--- config.mk ---
export PLATFORM = sky130hd
export DESIGN_NAME = usb_host_pipe_config
export DESIGN_NICKNAME = d
export VERILOG_FILES = /design/src/pipe_cfg_pkg.sv /design/src/pipe_slot.sv /design/src/usb_host_pipe_config.sv
export SDC_FILE = /design/constraint.sdc
export NUM_CORES = 1
export LEC_CHECK = 0
export BUFFER_PORTS_ARGS = -buffer_cell sky130_fd_sc_hd__buf_2
export CORE_MARGIN = 3
export CORE_UTILIZATION = 30
export DETAILED_ROUTE_END_ITERATION = 8
export PLACE_DENSITY = 0.56
export SLEW_MARGIN = 15
export SYNTH_ARGS = -nofsm -noshare
export SYNTH_HDL_FRONTEND = slang
export SYNTH_SLANG_ARGS = --single-unit
export TNS_END_PERCENT = 50
--- constraint.sdc ---
create_clock -name clk_i -period 3.2 [get_ports clk_i]
set_clock_uncertainty 0.1 [all_clocks]
set_input_delay 0.64 -clock clk_i [delete_from_list [all_inputs] [get_ports clk_i]]
set_output_delay 0.64 -clock clk_i [all_outputs]
set_load 0.05 [all_outputs]
--- src/pipe_cfg_pkg.sv ---
// package: register map, field layout and timing constants of the host pipe block
package pipe_cfg_pkg;
  localparam int NUM_PIPES = 7;
  // byte addresses of the registers
  localparam logic [11:0] ADDR_BUS_CTRL = 12'h400;
  localparam logic [11:0] ADDR_PIPE_RST_EN = 12'h41C;
  localparam logic [11:0] ADDR_FRAME_NUM = 12'h420;
  localparam logic [11:0] ADDR_HOST_ADDR_LOW = 12'h424;
  localparam logic [11:0] ADDR_HOST_ADDR_HIGH = 12'h428;
  localparam logic [11:0] ADDR_PIPE_CFG = 12'h500;
  localparam logic [11:0] ADDR_PIPE_STATUS = 12'h530;
  localparam logic [11:0] ADDR_PIPE_CTRL = 12'h5C0;
  // field positions
  localparam int BUS_RESET_BIT = 0;
  localparam int EN_LSB = 0;
  localparam int RST_LSB = 16;
  localparam int FLEN_LSB = 16;
  localparam int SOF_FRAME_NUMBER_LSB = 3;
  localparam int CFG_MEMORY_ALLOCATE = 1;
  localparam int CFG_BANK_LSB = 2;
  localparam int CFG_SIZE_LSB = 4;
  localparam int CFG_TOKEN_LSB = 8;
  localparam int CFG_AUTO_BANK_SWITCH = 10;
  localparam int CFG_TYPE_LSB = 12;
  localparam int CFG_EP_LSB = 16;
  localparam int CFG_INT_LSB = 24;
  localparam int STA_CFGOK = 18;
  localparam int STA_RWALL = 16;
  localparam int STA_DTSEQ_LSB = 8;
  localparam logic [31:0] RESET_VALUE = 32'h00000000;
  // timing
  localparam int CLK_HZ = 20000000;
  localparam int FRAME_TICK_HZ = 12000000;
  localparam logic [13:0] FRAME_LEN = 14'h2EE0; // 12000 ticks
  localparam logic [7:0] POLL_TICK_LEN = 8'h0C; // 12 frame ticks per poll step unit
  typedef enum logic [1:0] {TYPE_CONTROL, TYPE_ISO, TYPE_BULK, TYPE_INTERRUPT} transfer_type_t;
  typedef enum logic [1:0] {TOKEN_SETUP, TOKEN_IN, TOKEN_OUT, TOKEN_RSVD} token_direction_t;
  typedef struct packed {
    logic [7:0] poll_interval_ms;
    logic [3:0] target_endpoint_number;
    transfer_type_t transfer_type;
    logic auto_bank_switch;
    token_direction_t token_direction;
    logic [2:0] bank_size_code;
    logic [1:0] bank_count_code;
    logic memory_allocate;
  } pipe_cfg_t;
  typedef struct packed {
    logic active;
    logic [10:0] bank_bytes;
    logic [1:0] banks;
    logic poll_due;
  } pipe_view_t;
endpackage : pipe_cfg_pkg

--- src/pipe_slot.sv ---
// module: one pipe's configuration decode, poll timer and state
`timescale 1ns/10ps
module pipe_slot (
  // clock and reset
  input wire logic clk_i,
  input wire logic rst_i,
  // control
  input wire logic frame_start_i,
  input wire logic enable_i,
  input wire logic fifo_reset_i,
  input wire pipe_cfg_pkg::pipe_cfg_t cfg_i,
  // results
  output logic cfg_ok_o,
  output logic data_toggle_o,
  output logic toggle_i_dummy_o,
  output pipe_cfg_pkg::pipe_view_t view_o
);
  logic [7:0] poll_count;
  logic [7:0] next_poll_count;
  logic toggle;
  logic next_toggle;
  logic valid;
  // reserved codes make the setup invalid
  always_comb begin
    valid = (cfg_i.token_direction != pipe_cfg_pkg::TOKEN_RSVD) && (cfg_i.bank_count_code != 2'h3);
  end
  // poll timer counts frames for interrupt pipes only
  always_comb begin
    next_poll_count = poll_count;
    next_toggle = toggle;
    if (!enable_i) begin
      next_poll_count = 8'h00;
      next_toggle = 1'b0;
    end else if (fifo_reset_i) begin
      next_poll_count = 8'h00; // toggle kept
    end else if (frame_start_i && cfg_i.transfer_type == pipe_cfg_pkg::TYPE_INTERRUPT) begin
      if (poll_count + 8'h01 >= cfg_i.poll_interval_ms) next_poll_count = 8'h00;
      else next_poll_count = poll_count + 8'h01;
    end
  end
  always_ff @(posedge clk_i) begin
    if (rst_i) begin
      poll_count <= 8'h00;
      toggle <= 1'b0;
    end else begin
      poll_count <= next_poll_count;
      toggle <= next_toggle;
    end
  end
  // decoded view of the pipe
  always_comb begin
    view_o.active = enable_i && !fifo_reset_i && valid && cfg_i.memory_allocate;
    view_o.bank_bytes = 11'h008 << cfg_i.bank_size_code;
    view_o.banks = cfg_i.bank_count_code + 2'h1;
    view_o.poll_due = (cfg_i.transfer_type != pipe_cfg_pkg::TYPE_INTERRUPT) || (poll_count == 8'h00);
    cfg_ok_o = valid && cfg_i.memory_allocate;
    data_toggle_o = toggle;
    toggle_i_dummy_o = cfg_i.auto_bank_switch;
  end
endmodule : pipe_slot

--- src/usb_host_pipe_config.sv ---
// module: host pipe registers, frame counter and wishbone slave
//
// Decided for this implementation: the Wishbone slave port.
`timescale 1ns/10ps
module usb_host_pipe_config #(
  parameter int NUM_PIPES = pipe_cfg_pkg::NUM_PIPES
) (
  // clock and reset
  input wire logic clk_i,
  input wire logic rst_i,
  // wishbone slave
  input wire logic cyc_i,
  input wire logic stb_i,
  input wire logic we_i,
  input wire logic [11:0] adr_i,
  input wire logic [3:0] sel_i,
  input wire logic [31:0] dat_i,
  output logic [31:0] dat_o,
  output logic ack_o,
  // link side
  output logic sof_o,
  output logic bus_reset_o,
  output logic [NUM_PIPES-1:0] pipe_active_o,
  output logic [NUM_PIPES-1:0] poll_due_o,
  output logic [NUM_PIPES-1:0] auto_switch_o
);
  logic [13:0] frame_count;
  logic [13:0] next_frame_count;
  logic [10:0] frame_number;
  logic [10:0] next_frame_number;
  logic [15:0] tick_acc;
  logic [15:0] next_tick_acc;
  logic tick;
  logic bus_reset;
  logic next_bus_reset;
  logic [NUM_PIPES-1:0] enable;
  logic [NUM_PIPES-1:0] next_enable;
  logic [NUM_PIPES-1:0] fifo_reset;
  logic [NUM_PIPES-1:0] next_fifo_reset;
  logic [6:0] dev_addr [NUM_PIPES];
  logic [6:0] next_dev_addr [NUM_PIPES];
  pipe_cfg_pkg::pipe_cfg_t cfg [NUM_PIPES];
  pipe_cfg_pkg::pipe_cfg_t next_cfg [NUM_PIPES];
  logic [NUM_PIPES-1:0] cfg_ok;
  logic [NUM_PIPES-1:0] toggle;
  pipe_cfg_pkg::pipe_view_t view [NUM_PIPES];
  logic ack;
  logic [31:0] rdata;
  logic [31:0] wmask;
  logic wr;
  logic sof;
  logic next_ack;
  logic hit_bus_ctrl;
  logic hit_rst_en;
  logic hit_frame;
  logic hit_addr_low;
  logic hit_addr_high;
  logic [NUM_PIPES-1:0] hit_cfg;
  logic [NUM_PIPES-1:0] hit_status;
  logic [31:0] cfg_word [NUM_PIPES];
  logic [31:0] status_word [NUM_PIPES];
  logic [31:0] ctrl_word;
  logic [31:0] rst_en_word;
  logic [31:0] frame_word;
  logic [31:0] addr_low_word;
  logic [31:0] addr_high_word;

  // register image of a pipe configuration, every field at its bus bit position
  function automatic logic [31:0] cfg_to_word(input pipe_cfg_pkg::pipe_cfg_t c);
    logic [31:0] w;
    w = 32'h00000000;
    w[pipe_cfg_pkg::CFG_MEMORY_ALLOCATE] = c.memory_allocate;
    w[pipe_cfg_pkg::CFG_BANK_LSB +: 2] = c.bank_count_code;
    w[pipe_cfg_pkg::CFG_SIZE_LSB +: 3] = c.bank_size_code;
    w[pipe_cfg_pkg::CFG_TOKEN_LSB +: 2] = c.token_direction;
    w[pipe_cfg_pkg::CFG_AUTO_BANK_SWITCH] = c.auto_bank_switch;
    w[pipe_cfg_pkg::CFG_TYPE_LSB +: 2] = c.transfer_type;
    w[pipe_cfg_pkg::CFG_EP_LSB +: 4] = c.target_endpoint_number;
    w[pipe_cfg_pkg::CFG_INT_LSB +: 8] = c.poll_interval_ms;
    return w;
  endfunction : cfg_to_word

  // fields picked out of a bus word; reserved bit positions are dropped here
  function automatic pipe_cfg_pkg::pipe_cfg_t word_to_cfg(input logic [31:0] w);
    pipe_cfg_pkg::pipe_cfg_t c;
    c.memory_allocate = w[pipe_cfg_pkg::CFG_MEMORY_ALLOCATE];
    c.bank_count_code = w[pipe_cfg_pkg::CFG_BANK_LSB +: 2];
    c.bank_size_code = w[pipe_cfg_pkg::CFG_SIZE_LSB +: 3];
    c.token_direction = pipe_cfg_pkg::token_direction_t'(w[pipe_cfg_pkg::CFG_TOKEN_LSB +: 2]);
    c.auto_bank_switch = w[pipe_cfg_pkg::CFG_AUTO_BANK_SWITCH];
    c.transfer_type = pipe_cfg_pkg::transfer_type_t'(w[pipe_cfg_pkg::CFG_TYPE_LSB +: 2]);
    c.target_endpoint_number = w[pipe_cfg_pkg::CFG_EP_LSB +: 4];
    c.poll_interval_ms = w[pipe_cfg_pkg::CFG_INT_LSB +: 8];
    return c;
  endfunction : word_to_cfg

  // status image: configuration ok, access allowed and data toggle
  function automatic logic [31:0] status_to_word(input logic ok, input logic allowed, input logic dt);
    logic [31:0] w;
    w = 32'h00000000;
    w[pipe_cfg_pkg::STA_CFGOK] = ok;
    w[pipe_cfg_pkg::STA_RWALL] = allowed; // fifo state cleared by pipe reset
    w[pipe_cfg_pkg::STA_DTSEQ_LSB] = dt;
    return w;
  endfunction : status_to_word

  // address decode of the global registers, one hit line each
  always_comb begin
    hit_bus_ctrl = (adr_i == pipe_cfg_pkg::ADDR_BUS_CTRL);
    hit_rst_en = (adr_i == pipe_cfg_pkg::ADDR_PIPE_RST_EN);
    hit_frame = (adr_i == pipe_cfg_pkg::ADDR_FRAME_NUM);
    hit_addr_low = (adr_i == pipe_cfg_pkg::ADDR_HOST_ADDR_LOW);
    hit_addr_high = (adr_i == pipe_cfg_pkg::ADDR_HOST_ADDR_HIGH);
  end
  // byte lane mask and a write strobe taken on the acking edge
  always_comb begin
    wmask = {{8{sel_i[3]}}, {8{sel_i[2]}}, {8{sel_i[1]}}, {8{sel_i[0]}}};
    wr = cyc_i && stb_i && we_i && !ack;
  end
  // fractional 12 MHz tick from the 20 MHz clock
  always_comb begin
    next_tick_acc = tick_acc + 16'(pipe_cfg_pkg::FRAME_TICK_HZ / 1000);
    tick = 1'b0;
    if (next_tick_acc >= 16'(pipe_cfg_pkg::CLK_HZ / 1000)) begin
      next_tick_acc = next_tick_acc - 16'(pipe_cfg_pkg::CLK_HZ / 1000);
      tick = 1'b1;
    end
  end
  // frame counter and frame number
  always_comb begin
    next_frame_count = frame_count;
    next_frame_number = frame_number;
    sof = 1'b0;
    if (tick) begin
      if (frame_count == pipe_cfg_pkg::FRAME_LEN - 14'h0001) begin
        next_frame_count = 14'h0000;
        next_frame_number = frame_number + 11'h001;
        sof = 1'b1;
      end else begin
        next_frame_count = frame_count + 14'h0001;
      end
    end
    if (wr && hit_frame && sel_i[1] && sel_i[0]) begin
      next_frame_number = dat_i[pipe_cfg_pkg::SOF_FRAME_NUMBER_LSB +: 11];
    end
  end
  // bus answer: each request is acked once, in the cycle after it is seen
  always_comb begin
    next_ack = cyc_i && stb_i && !ack;
  end
  always_ff @(posedge clk_i) begin
    if (rst_i) begin
      ack <= 1'b0;
      dat_o <= pipe_cfg_pkg::RESET_VALUE;
    end else begin
      ack <= next_ack;
      dat_o <= rdata; // read data stands in the ack cycle
    end
  end
  // timebase state: tick accumulator, frame counter and frame number
  always_ff @(posedge clk_i) begin
    if (rst_i) begin
      tick_acc <= 16'h0000;
      frame_count <= 14'h0000;
      frame_number <= 11'h000;
      sof_o <= 1'b0;
    end else begin
      tick_acc <= next_tick_acc;
      frame_count <= next_frame_count;
      frame_number <= next_frame_number;
      sof_o <= sof;
    end
  end
  // control bits: bus reset request, pipe enables and pipe resets
  always_comb begin
    next_bus_reset = bus_reset;
    next_enable = enable;
    next_fifo_reset = fifo_reset;
    if (wr && hit_bus_ctrl && sel_i[0]) begin
      next_bus_reset = dat_i[pipe_cfg_pkg::BUS_RESET_BIT];
    end
    if (wr && hit_rst_en) begin
      if (sel_i[0]) begin
        next_enable = dat_i[pipe_cfg_pkg::EN_LSB +: NUM_PIPES];
      end
      if (sel_i[2]) begin
        next_fifo_reset = dat_i[pipe_cfg_pkg::RST_LSB +: NUM_PIPES];
      end
    end
  end
  always_ff @(posedge clk_i) begin
    if (rst_i) begin
      bus_reset <= 1'b0;
      enable <= '0;
      fifo_reset <= '0;
    end else begin
      bus_reset <= next_bus_reset;
      enable <= next_enable;
      fifo_reset <= next_fifo_reset;
    end
  end
  // target device addresses, one byte lane per pipe, four in the low word
  always_comb begin
    for (int p = 0; p < NUM_PIPES; p++) begin
      next_dev_addr[p] = dev_addr[p];
      if (wr && (p < 4 ? hit_addr_low : hit_addr_high) && sel_i[p % 4]) begin
        next_dev_addr[p] = dat_i[(p % 4) * 8 +: 7];
      end
      // a requested bus reset wipes every address, writes included
      if (next_bus_reset) begin
        next_dev_addr[p] = 7'h00;
      end
    end
  end
  always_ff @(posedge clk_i) begin
    for (int p = 0; p < NUM_PIPES; p++) begin
      if (rst_i) begin
        dev_addr[p] <= 7'h00;
      end else begin
        dev_addr[p] <= next_dev_addr[p];
      end
    end
  end
  // pipe configurations, merged lane by lane through their bus image
  always_comb begin
    for (int p = 0; p < NUM_PIPES; p++) begin
      next_cfg[p] = cfg[p];
      if (wr && hit_cfg[p]) begin
        next_cfg[p] = word_to_cfg((cfg_word[p] & ~wmask) | (dat_i & wmask));
      end
      // a disabled pipe keeps only allocation, banks and size, so enable before configuring
      if (!next_enable[p]) begin
        next_cfg[p] = '0;
        next_cfg[p].memory_allocate = cfg[p].memory_allocate;
        next_cfg[p].bank_count_code = cfg[p].bank_count_code;
        next_cfg[p].bank_size_code = cfg[p].bank_size_code;
      end
      // bus reset clears every field, allocation included
      if (next_bus_reset) begin
        next_cfg[p] = '0;
      end
    end
  end
  always_ff @(posedge clk_i) begin
    for (int p = 0; p < NUM_PIPES; p++) begin
      if (rst_i) begin
        cfg[p] <= '0;
      end else begin
        cfg[p] <= next_cfg[p];
      end
    end
  end
  // read images of the global registers
  always_comb begin
    ctrl_word = 32'h00000000;
    ctrl_word[pipe_cfg_pkg::BUS_RESET_BIT] = bus_reset;
    rst_en_word = 32'h00000000;
    rst_en_word[pipe_cfg_pkg::EN_LSB +: NUM_PIPES] = enable;
    rst_en_word[pipe_cfg_pkg::RST_LSB +: NUM_PIPES] = fifo_reset;
    frame_word = 32'h00000000;
    frame_word[pipe_cfg_pkg::FLEN_LSB +: 8] = frame_count[13:6];
    frame_word[pipe_cfg_pkg::SOF_FRAME_NUMBER_LSB +: 11] = frame_number;
  end
  // read images of the two address registers, bit 7 of each lane reads zero
  always_comb begin
    addr_low_word = 32'h00000000;
    addr_high_word = 32'h00000000;
    for (int p = 0; p < NUM_PIPES; p++) begin
      if (p < 4) begin
        addr_low_word[(p % 4) * 8 +: 7] = dev_addr[p];
      end else begin
        addr_high_word[(p % 4) * 8 +: 7] = dev_addr[p];
      end
    end
  end
  // read mux; hits are exclusive and unmapped reads give zero
  always_comb begin
    rdata = 32'h00000000;
    if (hit_bus_ctrl) begin
      rdata = ctrl_word;
    end
    if (hit_rst_en) begin
      rdata = rst_en_word;
    end
    if (hit_frame) begin
      rdata = frame_word;
    end
    if (hit_addr_low) begin
      rdata = addr_low_word;
    end
    if (hit_addr_high) begin
      rdata = addr_high_word;
    end
    for (int p = 0; p < NUM_PIPES; p++) begin
      if (hit_cfg[p]) begin
        rdata = cfg_word[p];
      end
      if (hit_status[p]) begin
        rdata = status_word[p];
      end
    end
  end
  // one slot per pipe
  for (genvar g = 0; g < NUM_PIPES; g++) begin : g_pipe
    pipe_slot u_slot (
      .clk_i(clk_i),
      .rst_i(rst_i),
      .frame_start_i(sof),
      .enable_i(enable[g]),
      .fifo_reset_i(fifo_reset[g]),
      .cfg_i(cfg[g]),
      .cfg_ok_o(cfg_ok[g]),
      .data_toggle_o(toggle[g]),
      .toggle_i_dummy_o(auto_switch_o[g]),
      .view_o(view[g])
    );
    assign pipe_active_o[g] = view[g].active && !bus_reset;
    assign poll_due_o[g] = view[g].poll_due;
    // per-pipe address hits and read images
    assign hit_cfg[g] = (adr_i == pipe_cfg_pkg::ADDR_PIPE_CFG + 12'(g * 4));
    assign hit_status[g] = (adr_i == pipe_cfg_pkg::ADDR_PIPE_STATUS + 12'(g * 4));
    assign cfg_word[g] = cfg_to_word(cfg[g]);
    assign status_word[g] = status_to_word(cfg_ok[g], view[g].active, toggle[g]);
  end
  assign ack_o = ack;
  assign bus_reset_o = bus_reset;
endmodule : usb_host_pipe_config

# == Yosys cells after proc, flatten, opt, wreduce, memory -nomap -nowiden ==
# Memories as Yosys holds them, arrays and structs flattened.
# Index checks and enable logic that the tools add are counted.
# W data, S select, Z words.
# word_totals
register_bits,146
latchBits,0
ramBits,210
romBits,0
output_inout_bits,56
word_cells,329
memories,2
# mem_list
name,words,width,read_ports,rd_ports_with_merged_regs,wr,line_no,rtl
cfg,7,23,7,0,7,usb_host_pipe_config.sv:42,pipe_cfg_pkg::pipe_cfg_t cfg [NUM_PIPES];
dev_addr,7,7,7,0,7,usb_host_pipe_config.sv:40,logic [6:0] dev_addr [NUM_PIPES];
# op_classes
addsub,11
n_mul,0
div_mod_pow,0
n_lt_le_gt_ge,8
eq_ne,48
shift,0
muxes,89
bitwise,37
reduce_logical,113
# op_table
op,count
$mux W23,28
$mux W32,17
$and A32 B32 Y32,8
$eq A12 B11 Y1 const B,19
$or A32 B32 Y32,7
$mux W7,23
$logic_and A1 B1 Y1,75
$add A8 B1 Y8 const B,7
$ge A8 B8 Y1,7
$logic_not A8 Y1,7
$mux W8,7
$ne A2 B2 Y1 const B,21
$mux W11,3
$not A32 Y32,1
$reduce_or A3 Y1,7
$mux W19,1
$reduce_or A19 Y1,1
$reduce_or A17 Y1,1
$add A16 B14 Y16 const B,1
$ge A16 B15 Y1 const B,1
$mux W16,1
$sub A16 B15 Y16 const B,1
$reduce_or A15 Y1,1
$add A14 B1 Y14 const B,1
other kinds (12),60

# == Logic depth before layout (Yosys ltp) ==
# depth
word_depth,20
ltp_mapped,13
ltp_nobuf,11

# == Hierarchy ==
# From an unflattened synthesis, not the netlist that was laid out.
# hier_totals
hier_cells,2263
area_unflattened_um2,18650.4
# by_module_without_submodules
mod,instances,cells_per_inst,area_each_um2,seq_area_each_um2
usb_host_pipe_config,1,1598,13255.2,5885.6
pipe_slot,7,95,770.7,160.2

# == Worst setup path before layout ==
# OpenSTA, ideal clock, no wires.
# synth_path
kind,reg2out
startpoint,register g_pipe[0].u_slot.poll_count[0]
endpoint,output port poll_due_o[0]
t_arrival_ps,2707
t_required_ps,2460
slack_ps,-247
path_stages_with_launch,5
cell_sequence,dfxtp_1 inv_1 ha_1 or4b_2 o41ai_1
# synth_between
elab_chain_len,2
# synth_lines
element,line_no,rtl
from (decl),pipe_slot.sv:18,logic [7:0] poll_count;
from (signal assigned),pipe_slot.sv:46,poll_count <= next_poll_count;
$logic_not A8 Y1,pipe_slot.sv:55,view_o.poll_due = (cfg_i.transfer_type != pipe_cfg_pkg::TYPE_INTERRUPT) || (poll_count == 8'h00);
$logic_or A1 B1 Y1,pipe_slot.sv:55,
to (decl),usb_host_pipe_config.sv:24,"output logic [NUM_PIPES-1:0] poll_due_o,"
# Every way passes these cells.

# == Final worst setup path ==
# layout_path
startpoint,register tick_acc[5]
endpoint,register frame_count[13]
# layout_between
elab_chain_len,3
# layout_lines
element,line_no,rtl
from (decl),usb_host_pipe_config.sv:31,logic [15:0] tick_acc;
from (signal assigned),usb_host_pipe_config.sv:168,tick_acc <= next_tick_acc;
$add A16 B14 Y16,usb_host_pipe_config.sv:122,next_tick_acc = tick_acc + 16'(pipe_cfg_pkg::FRAME_TICK_HZ / 1000);
$ge A16 B15 Y1,usb_host_pipe_config.sv:124,if (next_tick_acc >= 16'(pipe_cfg_pkg::CLK_HZ / 1000)) begin
$mux W1,usb_host_pipe_config.sv:124,
to (signal assigned),usb_host_pipe_config.sv:169,frame_count <= next_frame_count;
to (decl),usb_host_pipe_config.sv:27,logic [13:0] frame_count;
# Every way passes these cells.
# A chain may end at the register's enable or synchronous reset.

==> out/results.tsv <==
stage	metric	value	unit
floorplan	die area	63800	um2
synth	mean post-synth cell area	8.06	um2
worst_setup_path	CP bufs+invs	4	
place	Detail Placement HPWL	49.4	mm
sta	final hold slack	219	ps
finish	share of layout cells above drive strength 1	0.173	
clocking	Num Clock Sinks	350	
synth	top post-synthesis cells by area	dfxtp_1 38%, a21oi_1 7.0%, nand2_1 6.0%	
synth	Yosys reg bits	350	
finish	Non-Filler Instances	3240	
sta	total negative slack	0	ps
power_and_ir_drop	Power Density	551	nW/um2
worst_hold_path	hold path cells	3	
status	status	completed	
power_and_ir_drop	peak supply drop	417	uV
drt	post-route ant nets	0	
synth	post-synth top area cell	dfxtp_1	
global_routing	number of global-route vias before repair	16800	
floorplan	Core ar.	59600	um2
sta	Slew Limit Fails	0	
finish	Area growth syn-to-layout	22.3	%
drt	first-pass iteration count of the detailed router	6	
worst_setup_path	R2R depth	12	
clocking	Clock Pin Slew Worst Setup and Hold Paths	70	ps
floorplan	Cell Rows	89	
synth	post-synthesis cell area	18200	um2
finish	Multi-input gate area	10500	um2
global_routing	Overflow after GRT	0	
worst_hold_path	hold path endpoint	dev_addr[6][6]	
synth	Syn Nets	2390	
clocking	Worst-Skew Late Latency	590	ps
sta	Fin. Hold Viols	0	
floorplan	Initial Util	0.306	
clocking	H-tree Lvls	2	
global_routing	first-pass GRT wire length	99.9	mm
worst_setup_path	critical path class	reg -> reg	
drt	WL final	66.0	mm
synth	post-synthesis sequential area ratio	0.384	
floorplan	die height	253	um
place	Final GP Congestion	0.928	
floorplan	chip width	253	um
sta	Period Utilization, post-route	0.966	
drt	via/cell ratio	5.50	
place	Inst Count DP	3153	
sta	relative slew slack	0.479	
finish	FF/Latch Area	7010	um2
finish	Core Util, Final	0.375	
worst_setup_path	Worst R2R Start	tick_acc[5]	
clocking	root buf cell	clkbuf_16	
global_routing	largest net degree at the start of global routing	62	
synth	Main synth FF type	dfxtp_1	
drt	Wirelength per Cell	20.4	um
worst_setup_path	Critical Path Fanout Max	8	
worst_hold_path	hold crit path type	in -> reg	
worst_setup_path	CP Launch Type	flop	
finish	# fillers	6095	
clocking	CTS Buf Count	42	
sta	Slew @ Worst Pin	777	ps
worst_setup_path	r2r setup slk	110	ps
sta	final setup vio count	0	
worst_setup_path	Crit path max-delay family	compound AO/OA/AOI/OAI gates	
worst_setup_path	R2R Path End	frame_count[13]	
synth	post-synth top area share	0.384	
worst_setup_path	critical path's most frequent cell	buf_4	
sta	FMAX	0.323	GHz
global_routing	antenna violations before repair	2	
global_routing	gr usage total	0.202	
worst_hold_path	hold_sp	dat_i[22]	
worst_setup_path	crit end category	flop	
floorplan	# IOs	109	
clocking	CTS tree	yes	
drt	DR DRC count	0	
synth	total number of yosys warnings	0	
power_and_ir_drop	cell leakage power	7.94	nW
clocking	Clock Tree Buf Depth	3	
clocking	CTS Hold Buffers Added	0	
synth	async set-reset flop share out of synthesis	0	
synth	Post-synth EDFFs	0	
finish	Nets	2560	
sta	fin crit period	3090	ps
worst_setup_path	Critical Path RT	3590	ps
worst_setup_path	slowest stage cell, crit path	or3_1	
synth	cells after synthesis	2262	
drt	DR vias	17800	
worst_setup_path	critical path data arrival time	3480	ps
worst_setup_path	crit path cell chain	buf_4, o31a_1, or3_1, o22ai_2, a221oi_4, buf_4, o21a_4, buf_12, buf_4, nor4_1, xnor2_1, nor2_1	
synth	Yosys cell types	84	
drt	initial drt markers	1670	
worst_setup_path	CP max stage delay	410	ps
job	Max-cap violations	0	
place	IO Port Bufs	105	
cells by family after synthesis:
kind of cell             after synthesis  share of synthesized area
AND/OR/NAND/NOR                      783                      0.210
XOR/XNOR                              79                     0.0379
flip-flops                           350                      0.384
multiplexers                          83                     0.0456
adder cells (fa/ha/maj)               75                     0.0514
AO/OA/AOI/OAI                        667                      0.219
other                                  1                   0.000206
buffers and inverters                224                     0.0512
routing by layer:
| layer | up-vias | global-route usage | part of all wire |
|---|---|---|---|
| met4 | 2 | 0.0631 | 0.029 |
| met2 | 748 | 0.325 | 0.45 |
| met1 | 8554 | 0.271 | 0.43 |
| li1 | 8393 | - | - |
| met3 | 131 | 0.0418 | 0.083 |
| met5 | - | 0 | 0.00020 |
synthesized netlist by cell type, drive strengths merged, types with 10 or more instances:
library cell and number:
a211oi 17, a21o 22, a21oi 255, a221oi 23, a222oi 22, a22o 13, a22oi 28, and2 14
and3 28, buf 49, clkbuf 97, dfxtp 350, ha 75, inv 78, mux2i 82, nand2 295
nand2b 14, nand3 84, nand3b 20, nand4 12, nor2 200, nor2b 11, nor3 25, nor4b 14
o211ai 12, o21ai 215, o22ai 10, or3 13, or3b 10, xnor2 39, xor2 40
stage by stage:
| step | total power, mW | setup slack (ps) | cell area (um2) |
|---|---|---|---|
| floorplan | 6.00 | -247 | 18300 |
| global placement | 6.59 | 32.8 | 20500 |
| detailed placement | 6.62 | -24.8 | 20500 |
| CTS | 12.2 | -26.5 | 22200 |
| global route | 12.8 | -18.1 | 22300 |
| finish | 12.3 | 107 | 22300 |
how the worst max path moves through the flow:
stage                              startpoint  depth (start not counted)  slack, ps                             end
2_1_floorplan  g_pipe[4].u_slot.poll_count[0]                          4       -250                   poll_due_o[4]
3_3_place_gp                         adr_i[8]                         12         30                       dat_o[23]
3_5_place_dp                      tick_acc[5]                          9        -20  g_pipe[5].u_slot.poll_count[7]
4_1_cts                           tick_acc[5]                          9        -30  g_pipe[5].u_slot.poll_count[7]
5_1_grt        g_pipe[2].u_slot.poll_count[0]                         12        -20  g_pipe[2].u_slot.poll_count[5]
6_report                          tick_acc[5]                         12        110                 frame_count[13]
power by group:
group          internal [mW]  total (mW)  leakage, nW  switching (mW)
logic                   1.02        2.35         4.34            1.33
clock network           3.32        5.39        0.770            2.07
registers               4.43        4.55         2.82           0.120
total                   8.77        12.3         7.94            3.52
what timing repair did:
item,CTS,global route
pin swaps,1,10
setup endpoints to repair,19,80
resized for setup,7,25
setup buffers,5,4
final cells by class:
class | instances | share of cell area
timing repair buffer | 272 | 0.0889
tap | 773 | 0.0433
clock buffer | 54 | 0.0536
sequential | 350 | 0.314
clock inverter | 24 | 0.0172
inverter | 78 | 0.0131
antenna | 1 | 0.000112
multi-input combinational | 1688 | 0.470
placed cells by master (no fill, tap or decap), drive strengths merged, types with 13 or more instances in the layout:
cell type / count
a211oi: 17
a21o: 22
a21oi: 255
a221oi: 23
a222oi: 22
a22o: 13
a22oi: 28
and2: 14
and3: 28
buf: 272
clkbuf: 54
dfxtp: 350
ha: 75
inv: 79
mux2i: 82
nand2: 295
nand2b: 14
nand3: 84
nand3b: 20
nor2: 200
nor3: 25
nor4b: 14
o21ai: 215
or3: 13
xnor2: 39
xor2: 40
worst reg2reg max path, delay by kind of cell (launching register included):
family / cells / cell delay (ps)
flip-flops: 1 / 350
XOR/XNOR: 1 / 160
AO/OA/AOI/OAI: 4 / 950
buffers and inverters: 4 / 620
AND/OR/NAND/NOR: 3 / 810
Note: power is estimated with default switching activity, not from simulation.
